--- config.mk ---
export PLATFORM = sky130hd
export DESIGN_NAME = msm_mapper
export DESIGN_NICKNAME = d
export VERILOG_FILES = /design/src/hdl/msm_pkg.sv /design/src/hdl/msm_mapper.sv
export VERILOG_INCLUDE_DIRS = /design/src /design/src/hdl
export SDC_FILE = /design/constraint.sdc
export NUM_CORES = 1
export LEC_CHECK = 0
export ABC_AREA = 1
export ABC_CLOCK_PERIOD_IN_PS = 1400
export BUFFER_PORTS_ARGS = -buffer_cell sky130_fd_sc_hd__buf_2
export CORE_ASPECT_RATIO = 0.7
export CORE_MARGIN = 2
export CORE_UTILIZATION = 40
export CTS_CLUSTER_DIAMETER = 80
export DETAILED_ROUTE_END_ITERATION = 7
export GPL_TIMING_DRIVEN = 0
export PLACE_DENSITY_LB_ADDON = 0.12
export SLEW_MARGIN = 20
export SYNTH_ARGS = -nofsm -noshare
export SYNTH_HDL_FRONTEND = slang
export SYNTH_SLANG_ARGS = --single-unit
--- constraint.sdc ---
create_clock -name ref_clk -period 1.4 [get_ports ref_clk]
set_input_delay 0.14 -clock ref_clk [delete_from_list [all_inputs] [get_ports ref_clk]]
set_output_delay 0.14 -clock ref_clk [all_outputs]
set_load 0.01 [all_outputs]
--- src/hdl/msm_consts.svh ---
// Constants of the memory segment mapper.
// Notes on behaviour
// RQ1 - One shared 64 Kbyte RAM serves code, internal data and external data.
// RQ2 - Software may reprogram code and external bases and sizes, and data base.
// RQ3 - A 4 Kbyte boot ROM holds the bootstrap and programming loader.
// RQ4 - Boot ROM sits at physical 10000h and answers logical code 0000h after reset.
// RQ5 - Internal data 00h-7Fh reaches lower RAM, direct or indirect.
// RQ6 - Lowest 32 bytes form four banks of eight working registers.
// RQ7 - Two bank-select bits pick bank at 00h, 08h, 10h or 18h.
// RQ8 - Sixteen bytes above banks hold 128 bits, bit addresses 00h-7Fh.
// RQ9 - Internal data 80h-FFh reaches upper RAM only when indirect.
// RQ10 - Direct access in 80h-FFh goes to special function registers.
// RQ11 - Expanded RAM is reached only by external-move indirect accesses.
// RQ12 - Separate registers hold code, data, external bases and code, external sizes.
// RQ13 - Internal data segment is a fixed 256 bytes with no size setting.
// RQ14 - Code and external bases hold bits 16:9, 512-byte aligned, no offset.
// RQ15 - Data base holds bits 16:9 plus a fixed 256-byte offset.
// RQ16 - Code size is (value plus one) times 256 bytes.
// RQ17 - Reset: data base 0 1111 111b, external base 0 1111 000b.
// RQ18 - Physical address is segment base plus logical offset, 17 bits wide.
`ifndef MSM_CONSTS_SVH
`define MSM_CONSTS_SVH
`define MSM_REG_CODE_BASE 8'hf2
`define MSM_REG_DATA_BASE 8'hf3
`define MSM_REG_EXT_BASE 8'hf4
`define MSM_REG_CODE_SIZE 8'hf5
`define MSM_REG_EXT_SIZE 8'hf6
`define MSM_REG_STATUS 8'hf7
`define MSM_RST_CODE_BASE 8'h00
`define MSM_RST_DATA_BASE 8'h7f
`define MSM_RST_EXT_BASE 8'h78
`define MSM_RST_CODE_SIZE 8'hef
`define MSM_RST_EXT_SIZE 8'hff
`define MSM_BOOT_BASE 17'h10000
`define MSM_BOOT_LAST 16'h0fff
`define MSM_DATA_OFFSET 17'h00100
`define MSM_BANK_SHIFT 3
`define MSM_BIT_AREA 8'h20
`define MSM_UPPER 8'h80
`endif

--- src/hdl/msm_pkg.sv ---
// Types of the memory segment mapper.
package msm_pkg;
    typedef enum logic [1:0] {
        msm_code,
        msm_data,
        msm_ext,
        msm_bit
    } msm_space_t;
    typedef struct packed {
        logic valid;
        msm_space_t space;
        logic indirect;
        logic reg_ref;
        logic [2:0] reg_num;
        logic [15:0] addr;
    } msm_req_t;
    typedef struct packed {
        logic valid;
        logic to_rom;
        logic to_sfr;
        logic out_of_seg;
        logic [16:0] phys;
        logic [2:0] bit_pos;
    } msm_map_t;
endpackage

--- src/hdl/msm_mapper.sv ---
// Memory segment mapper: logical to physical translation and segment registers.
`timescale 1ns/1ps
`include "msm_consts.svh"
module msm_mapper (
    // Clock and reset.
    input wire logic ref_clk,
    input wire logic srst,
    // Core access request and bank select bits of the program status word.
    input wire msm_pkg::msm_req_t req,
    input wire logic bank_select_low,
    input wire logic bank_select_high,
    // Register port.
    input wire logic [7:0] reg_addr,
    input wire logic [7:0] reg_wdata,
    input wire logic reg_wr,
    input wire logic reg_rd,
    output logic [7:0] reg_rdata,
    // Mapped access.
    output msm_pkg::msm_map_t map
);
    import msm_pkg::*;

    logic [7:0] code_base_register;
    logic [7:0] data_base_register;
    logic [7:0] ext_data_base_register;
    logic [7:0] code_size_register;
    logic [7:0] ext_data_size_register;
    logic boot_mapped;
    msm_map_t next_map;

    function automatic logic [16:0] base_of(input logic [7:0] field);
        base_of = {field, 9'h000};
    endfunction

    function automatic logic in_size(input logic [15:0] off, input logic [7:0] size);
        in_size = off[15:8] <= size;
    endfunction

    ////////////////////////////////////////////////////////////////////////////
    // Segment registers.
    always_ff @(posedge ref_clk) begin
        if (srst) begin
            code_base_register <= `MSM_RST_CODE_BASE;
            data_base_register <= `MSM_RST_DATA_BASE; // [RQ17]
            ext_data_base_register <= `MSM_RST_EXT_BASE; // [RQ17]
            code_size_register <= `MSM_RST_CODE_SIZE;
            ext_data_size_register <= `MSM_RST_EXT_SIZE;
        end else if (reg_wr) begin
            unique case (reg_addr) // [RQ2] [RQ12]
                `MSM_REG_CODE_BASE: code_base_register <= reg_wdata;
                `MSM_REG_DATA_BASE: data_base_register <= reg_wdata;
                `MSM_REG_EXT_BASE: ext_data_base_register <= reg_wdata;
                `MSM_REG_CODE_SIZE: code_size_register <= reg_wdata;
                `MSM_REG_EXT_SIZE: ext_data_size_register <= reg_wdata;
                default: ;
            endcase
        end
    end

    // The boot ROM owns logical code 0 until software first writes the code base,
    // so the bootstrap runs after reset without any setup.
    always_ff @(posedge ref_clk) begin
        if (srst) begin
            boot_mapped <= 1'b1; // [RQ4]
        end else if (reg_wr && reg_addr == `MSM_REG_CODE_BASE) begin
            boot_mapped <= 1'b0;
        end
    end

    always_ff @(posedge ref_clk) begin
        if (srst) begin
            reg_rdata <= 8'h00;
        end else if (reg_rd) begin
            unique case (reg_addr)
                `MSM_REG_CODE_BASE: reg_rdata <= code_base_register;
                `MSM_REG_DATA_BASE: reg_rdata <= data_base_register;
                `MSM_REG_EXT_BASE: reg_rdata <= ext_data_base_register;
                `MSM_REG_CODE_SIZE: reg_rdata <= code_size_register;
                `MSM_REG_EXT_SIZE: reg_rdata <= ext_data_size_register;
                `MSM_REG_STATUS: reg_rdata <= {7'h00, boot_mapped};
                default: reg_rdata <= 8'h00;
            endcase
        end else begin
            reg_rdata <= 8'h00;
        end
    end

    ////////////////////////////////////////////////////////////////////////////
    // Address translation.
    always_comb begin
        logic [7:0] daddr;
        daddr = req.addr[7:0];
        next_map = '0;
        next_map.valid = req.valid;
        unique case (req.space)
            msm_code: begin
                if (boot_mapped && req.addr <= `MSM_BOOT_LAST) begin
                    next_map.to_rom = 1'b1; // [RQ3] [RQ4]
                    next_map.phys = `MSM_BOOT_BASE + {5'h00, req.addr[11:0]};
                end else begin
                    // [RQ14] [RQ16] [RQ18] [RQ1]
                    next_map.phys = base_of(code_base_register) + {1'b0, req.addr};
                    next_map.out_of_seg = !in_size(req.addr, code_size_register);
                end
            end
            msm_ext: begin
                // Without an indirect external move the request is not an expanded RAM cycle.
                next_map.valid = req.valid && req.indirect; // [RQ11]
                next_map.phys = base_of(ext_data_base_register) + {1'b0, req.addr}; // [RQ18]
                next_map.out_of_seg = !in_size(req.addr, ext_data_size_register);
            end
            msm_bit: begin
                // [RQ8] Bits 00h-7Fh live in bytes 20h-2Fh.
                daddr = `MSM_BIT_AREA + {4'h0, req.addr[6:3]};
                next_map.bit_pos = req.addr[2:0];
                next_map.phys = base_of(data_base_register) + `MSM_DATA_OFFSET
                    + {9'h000, daddr}; // [RQ15]
                next_map.to_sfr = req.addr[7]; // [RQ10]
            end
            msm_data: begin
                if (req.reg_ref) begin
                    // [RQ6] [RQ7]
                    daddr = {3'b000, bank_select_high, bank_select_low, req.reg_num};
                end
                // [RQ5] [RQ9] [RQ10] Upper half is RAM only for indirect accesses.
                next_map.to_sfr = daddr >= `MSM_UPPER && !req.indirect && !req.reg_ref;
                // [RQ13] [RQ15] [RQ18] Only eight offset bits: fixed 256 bytes.
                next_map.phys = base_of(data_base_register) + `MSM_DATA_OFFSET
                    + {9'h000, daddr};
            end
        endcase
    end

    always_ff @(posedge ref_clk) begin
        if (srst) begin
            map <= '0;
        end else begin
            map <= next_map;
        end
    end
endmodule

==> summary.md, run 1 <==
| Metric | Value |
|---|---|
| Wire per inst | `about 16 um` |
| Critical Path End Type | `flip-flop` |
| Largest net degree at the start of global routing | `13` |
| Crit Path Class | `flip-flop to flip-flop` |
| Failing checks | `negative setup slack` |
| Syn_area_per_cell | `~7.1 um2` |
| Max Clk Rate | `approximately 640 MHz` |
| RSZ-0062 raised after global routing | `true` |
| Reg clk slew, reported paths | `0.06 ns` |
| Critical path data required time | `1.60 ns` |
| Chip width | `126 um` |
| Final Cycle Share | `112%` |
| Initial Utilization | `40.5%` |
| FP Rows | `31` |
| GRT Residual Overflow | `0` |
| Main flop type after synthesis | `dfxtp_1` |
| Yosys cell types | `34` |
| Met3 Use GR | `under 10%` |
| Total Wirelength | `around 13 mm` |
| Vias in the first global route | `approximately 4000` |
| Root Buffer | `clkbuf_16` |
| Synth warnings | `0` |
| Synth area leader | `dfxtp_1` |
| Clk pwr share | `between 40 and 50%` |
| Met2 Usage GRT | `37.6%` |
| Top-area cell type share of the netlist area | `a little over a third` |
| Final setup fails | `4` |
| Max-slew violations | `0` |
| Crit path DAT | `roughly 1.8 ns` |
| First-pass GRT wire length | `~21 mm` |
| Count leader, synth | `nand2_1` |
| Nets | `758` |
| Switching Share | `24.9%` |
| # fillers | `1011` |
| #FFs+latches synth | `73` |
| Synth Cell Area | `between 4000 and 5000 um2` |
| P_leak | `between 2 and 3 nW` |
| Worst Hold Depth | `2` |
| Dpl cells | `789` |
| DP HPWL | `a little over 10 mm` |
| # diodes | `0` |
| Residual DRC count | `0` |
| Switching Power | `1.35 mW` |
| GRT Overall Usage | `24.1%` |
| Crit path max fanout | `2` |
| Share of cells above drive strength 1 | `about 29%` |
| Initial antenna violation count | `0` |
| I/O Buffers | `76` |
| Max-Cap Viols | `0` |
| Sequential Power Share | `38.9%` |
| Via count | `~4300` |
| Core box area | `approximately 10000 um2` |
| Number of clock sinks | `73` |
| Die H | `89.2 um` |
| CTS Buffer Depth | `2` |
| Comb pwr share | `11.8%` |
| Total CTS buffers | `9` |
| Antenna viol nets, final | `0` |
| Via density | `5.21` |
| Startpoint types | `flip-flop` |
| Final hold violations | `0` |
| Slew HR | `53.7%` |
| Syn_nets | `between 600 and 700` |
| Worst path slowest cell | `dfxtp_2` |
| M1 GR Usage | `34.8%` |
| VDD IR-drop max | `about 0.59 mV` |
| Final Total Pwr | `roughly 5.4 mW` |
| Worst Skew | `approximately 0.0067 ns` |
| Non-filler cells, final | `817` |
| H-tree lvl count | `3` |
| Post-synthesis async set-or-reset flop share | `0%` |
| DRT Pass-1 Iters | `5` |
| Worst-Margin Slew | `approximately 0.7 ns` |
| Cell internal pwr | `between 4 and 5 mW` |
| Hold Crit Class | `input pin to flip-flop` |
| Fin crit period | `~1.6 ns` |
| Worst-path cell chain | `ha_4, inv_2, fa_2, inv_2, a21oi_1, xor2_1, nor2_1, nor2_1, nor2_1` |
| Top post-synthesis cells by count | `nand2_1, inv_1, dfxtp_1` |
| Fin util | `a little over half` |
| Post-Syn Instances | `about 580` |
| Die area | `11200 um2` |
| CP dominant cell by count | `nor2_1` |
| Cell Pwr Density | `988 nW/um2` |
| EDFF count, synth | `0` |
| CTS tree | `yes` |
| Worst skew pair latency | `roughly 0.34 ns` |
| Final worst slack | `-0.169 ns` |
| Critical Path Max Stage Delay | `roughly 0.36 ns` |
| R2r worst-path depth | `9` |
| Drt first-iter violations | `about 290` |
| P&R area growth vs syn | `32.5%` |
| Post-synthesis sequential area ratio | `a little over a third` |
| GPL Wtd Cong | `approximately 0.9` |
| Busiest metal layer after global routing | `met2` |
| Ranking of synthesized cells by area | `dfxtp_1, nand2_1, ha_1` |
| IO Pins | `approximately 80` |
| Status | `complete, but fails checks` |
## metal layers
| layer | up-vias | share of wire [%] |
|---|---|---|
| met5 | - | 0 |
| met4 | 0 | 0.49 |
| met3 | 6 | 7.3 |
| met2 | 150 | 43 |
| met1 | 1970 | 49 |
| li1 | 2133 | - |
## timing repair
item,in CTS,in global routing
buffers inserted,6,7
gates resized for setup,33,48
hold buffers,0,0
hold endpoints to repair,0,0
endpoints found under the setup margin,8,9
pin swaps,9,24
## registers in the layout, indices dropped and copies added (netlist names)
signal,flops
boot_mapped,1
code_base_register,8
code_size_register,8
data_base_register,8
ext_data_base_register,8
ext_data_size_register,8
map,24
reg_rdata,8
## through the flow
| step | setup slack [ns] | TNS [ns] | area [um2] | hold slack [ns] |
|---|---|---|---|---|
| global route | -0.221 | -1.05 | 5500 | 0.0236 |
| CTS | -0.172 | -0.492 | 5260 | 0.0108 |
| finish | -0.169 | -0.446 | 5500 | 0.0160 |
| floorplan | -0.0296 | -0.0506 | 4170 | 0.217 |
| detailed placement | -0.274 | -6.21 | 4720 | 0.365 |
| global placement | -0.264 | -5.66 | 4720 | 0.366 |
## cell usage in the layout, fill, tap and decap left out, drive strengths merged, types with 3 or more instances in the layout
| master | count |
|---|---|
| ha | 30 |
| o211ai | 27 |
| clkbuf | 20 |
| bufinv | 3 |
| nand4 | 6 |
| nor2 | 46 |
| nand3 | 53 |
| a31oi | 3 |
| o21ai | 39 |
| buf | 95 |
| nand2 | 138 |
| clkinv | 3 |
| inv | 86 |
| a22oi | 3 |
| dfxtp | 73 |
| a21oi | 36 |
| nor3 | 11 |
| nor4 | 4 |
## cell type report
| type | instances | area [um2] | share of cell area, % |
|---|---|---|---|
| Clock buffer | 11 | 233 | 4.23 |
| Multi-Input combinational cell | 405 | 2620 | 47.6 |
| Buffer | 16 | 80.1 | 1.46 |
| Inverter | 87 | 327 | 5.94 |
| Sequential cell | 73 | 1500 | 27.2 |
| Clock inverter | 5 | 104 | 1.89 |
| Tap cell | 132 | 165 | 3.00 |
| Timing Repair Buffer | 88 | 474 | 8.62 |
## logic make-up (layout without fill, tap and decap cells)
kind of cell / Yosys count / in the layout / share of synthesized area, %
simple gates: 259 / 259 / 28.0
compound gates: 112 / 112 / 16.5
buf+inv: 103 / 207 / 9.80
flops: 73 / 73 / 35.2
fa+ha+maj: 32 / 32 / 10.0
xor+xnor: 2 / 2 / 0.422
## final timing paths
path	startpoint	to	slack, ns
setup reg to reg	code_base_register[0]	map[16]	-0.17
setup / recovery	code_base_register[0]	map[16]	-0.17
hold reg to reg	ext_data_size_register[7]	ext_data_size_register[7]	0.47
hold / removal	srst	map[21]	0.02
## power by group through the flow
| stage | Combinational [mW] | Sequential [mW] | Clock [mW] |
|---|---|---|---|
| 2_1_floorplan | 0.290 | 2.20 | 0 |
| 3_3_place_gp | 0.543 | 2.17 | 0 |
| 3_5_place_dp | 0.552 | 2.17 | 0 |
| 4_1_cts | 0.587 | 2.12 | 2.71 |
| 5_1_grt | 0.708 | 2.12 | 2.79 |
| 6_report | 0.640 | 2.11 | 2.68 |
## worst max-delay path, delay by kind of cell, from the launching register on
family	cells	cell delay (ns)
AO/OA/AOI/OAI	1	0.08
XOR/XNOR	1	0.15
adder cells (fa/ha/maj)	2	0.50
buffers and inverters	2	0.12
flip-flops	1	0.36
AND/OR/NAND/NOR	3	0.21
No activity file was read; power rests on OpenSTA's default activity.
==> inputs of run 2 (changes only) <==
--- a/config.mk
+++ b/config.mk
@@ -15,7 +15,7 @@
 export CTS_CLUSTER_DIAMETER = 80
 export DETAILED_ROUTE_END_ITERATION = 7
 export GPL_TIMING_DRIVEN = 0
-export PLACE_DENSITY_LB_ADDON = 0.12
+export PLACE_DENSITY = 0.62
 export SLEW_MARGIN = 20
 export SYNTH_ARGS = -nofsm -noshare
 export SYNTH_HDL_FRONTEND = slang
==> summary.md, run 2 (synthesis results as in run 1) <==
| Metric | Value |
|---|---|
| P_leak | `2.74 nW (-2.5%)` |
| Crit path DAT | `1.74 ns (-0.03 ns)` |
| Initial Utilization | `40.5% (unchanged)` |
| Failing checks | `negative setup slack` |
| Min-delay src | `srst` |
| Worst slack, placed | `-0.228 ns (+0.0454 ns)` |
| Number of flip-flops under the largest register name | `24 (unchanged)` |
| Max-Cap Viols | `0 (unchanged)` |
| Root Buffer | `clkbuf_16` |
| # diodes | `0 (unchanged)` |
| VDD IR-drop max | `0.600 mV (+1.8%)` |
| Comb pwr share | `12.6% (+0.8 points)` |
| Worst skew pair latency | `0.34 ns (about the same)` |
| Final hold violations | `0 (unchanged)` |
| Commonest non-fill, non-tap cell in the layout | `nand2_1` |
| Share of cells above drive strength 1 | `27.6% (-1.3 points)` |
| Final worst slack | `-0.140 ns (+0.0289 ns)` |
| Via count | `4238 (-0.49%)` |
| Wire per inst | `15.7 um (-3.7%)` |
| Startpoint types | `flip-flop` |
| Antenna viol nets, final | `0 (unchanged)` |
| Final setup fails | `6 (+2)` |
| Final Cycle Share | `110% (-2.1 points)` |
| Total CTS buffers | `9 (unchanged)` |
| Most frequent cells in the layout | `nand2_1, buf_2, inv_1` |
| RSZ-0062 raised after global routing | `true` |
| Initial antenna violation count | `0 (unchanged)` |
| Hold Crit Endpoint | `map[21]` |
| Critical path data required time | `1.60 ns (about the same)` |
| Clk pwr share | `44.1% (-5.2 points)` |
| I/O Buffers | `76 (unchanged)` |
| Setup slack, reg-to-reg | `-0.14 ns (+0.03 ns)` |
| Largest net degree at the start of global routing | `12 (-1)` |
| Number of clock sinks | `73 (unchanged)` |
| Crit Path Class | `flip-flop to flip-flop` |
| Core box area | `10200 um2 (unchanged)` |
| Dpl cells | `789 (unchanged)` |
| P&R area growth vs syn | `29.3%` |
| GPL Wtd Cong | `0.937 (+2.1%)` |
| Chip width | `126 um (unchanged)` |
| Die H | `89.2 um (unchanged)` |
| Via density | `5.21 (-0.13%)` |
| Nets | `756 (-0.26%)` |
| Die area | `11200 um2 (unchanged)` |
| IO Pins | `78 (unchanged)` |
| Non-filler cells, final | `814 (-0.37%)` |
| Cell internal pwr | `3.62 mW (-11%)` |
| Largest reg by FF count | `map` |
| Vias in the first global route | `3683 (-6.0%)` |
| Residual DRC count | `0 (unchanged)` |
| Critical Path End Type | `flip-flop` |
| Max Clk Rate | `649 MHz (+1.9%)` |
| Worst Skew | `0.00785 ns (+0.00113 ns)` |
| Reg clk slew, reported paths | `0.06 ns (about the same)` |
| Switching Share | `26.0% (+1.0 points)` |
| Hold Crit Class | `input pin to flip-flop` |
| Fin crit period | `1.54 ns (-0.0289 ns)` |
| Max-slew violations | `0 (unchanged)` |
| Total Wirelength | `12.8 mm (-4.0%)` |
| Worst Hold Depth | `2 (unchanged)` |
| First-pass GRT wire length | `19.6 mm (-5.3%)` |
| Status | `complete, but fails checks` |
| Crit Reg-Reg Startpoint | `code_base_register[0]` |
| Cell Pwr Density | `911 nW/um2 (-7.7%)` |
| GRT Residual Overflow | `0 (unchanged)` |
| Worst-Margin Slew | `0.718 ns (+0.0234 ns)` |
| Slew HR | `52.2% (-1.6 points)` |
| Crit path max fanout | `2 (unchanged)` |
| Reg2reg end | `map[16]` |
| GRT Overall Usage | `22.8% (-1.3 points)` |
| DP HPWL | `9.96 mm (-1.7%)` |
| CTS tree | `yes` |
| Switching Power | `1.27 mW (-6.4%)` |
| H-tree lvl count | `3 (unchanged)` |
| R2r worst-path depth | `9 (unchanged)` |
| # fillers | `1016 (+0.49%)` |
| DRT Pass-1 Iters | `5 (unchanged)` |
| CTS Buffer Depth | `2 (unchanged)` |
| Sequential Power Share | `43.3% (+4.4 points)` |
| Drt first-iter violations | `318 (+11%)` |
| FP Rows | `31 (unchanged)` |
run 2: cell types whose count changed in the layout (fill, tap and decap cells not counted), moves of 3 or more:
cell	change
bufinv_16	-3
dfxtp_2	+5
dfxtp_4	-3
nand2_1	+7
nand2_2	-5
nand3_1	+4
nand3_4	-3
run 2: worst max path at each step:
| stage | startpoint | to | slack [ns] | depth (start not counted) |
|---|---|---|---|---|
| 6_report | code_base_register[0] | map[16] | -0.14 | 9 |
| 3_3_place_gp | ext_data_base_register[0] | map[16] | -0.24 | 9 |
| 2_1_floorplan | ext_data_base_register[0] | map[16] | -0.03 | 9 |
| 5_1_grt | code_base_register[0] | map[16] | -0.22 | 9 |
| 4_1_cts | code_base_register[0] | map[16] | -0.14 | 9 |
| 3_5_place_dp | ext_data_base_register[0] | map[16] | -0.23 | 9 |
run 2: worst max-delay path: stages (launching register included):
cell and delay, ns:
dfxtp_4 0.37, ha_4 0.14, inv_2 0.03, fa_2 0.37, inv_2 0.09, a21oi_2 0.06, xor2_1 0.13, nor2_1 0.06
nor2_1 0.11, nor2_1 0.04
run 2: cell type report:
type | count | area [um2] | share of cell area, %
multi-input combinational | 405 | 2570 | 47.9
sequential | 73 | 1490 | 27.8
timing repair buffer | 86 | 455 | 8.49
inverter | 87 | 327 | 6.09
clock buffer | 13 | 260 | 4.85
tap | 132 | 165 | 3.08
buffer | 16 | 80.1 | 1.49
clock inverter | 2 | 13.8 | 0.257
run 2: power groups by stage:
| stage | logic, mW | registers [mW] | clock network, mW |
|---|---|---|---|
| floorplan | 0.290 | 2.20 | 0 |
| global placement | 0.540 | 2.17 | 0 |
| detailed placement | 0.546 | 2.17 | 0 |
| CTS | 0.589 | 2.12 | 2.18 |
| global route | 0.679 | 2.12 | 2.26 |
| finish | 0.615 | 2.12 | 2.16 |
run 2: metal layers:
metal	routed length, um	vias up	share of wire (%)	GRT usage [%]
met1	6210	1921	48	33.4
met4	108	0	0.84	5.29
li1	-	2118	-	-
met3	1120	10	8.7	4.73
met2	5380	189	42	34.6
met5	0	-	0	0
run 2: through the flow:
| step | power, mW | area [um2] | hold slack [ns] | setup TNS [ns] | utilization (%) |
|---|---|---|---|---|---|
| 2_1_floorplan | 2.49 | 4170 | 0.217 | -0.0506 | - |
| 3_3_place_gp | 2.71 | 4720 | 0.373 | -4.09 | 46.1 |
| 3_5_place_dp | 2.72 | 4720 | 0.375 | -4.60 | 46.1 |
| 4_1_cts | 4.90 | 5240 | 0.0248 | -0.363 | 51.2 |
| 5_1_grt | 5.06 | 5370 | 0.0367 | -1.01 | 52.4 |
| 6_report | 4.89 | 5370 | 0.0330 | -0.433 | 52.4 |
run 2: repair_timing:
| item | in CTS | in global routing |
|---|---|---|
| buffers inserted | 7 | 3 |
| endpoints found under the hold margin | 0 | 0 |
| endpoints found under the setup margin | 8 | 8 |
| hold buffers | 0 | 0 |
| gates resized for setup | 36 | 27 |
| pin swaps | 10 | 10 |
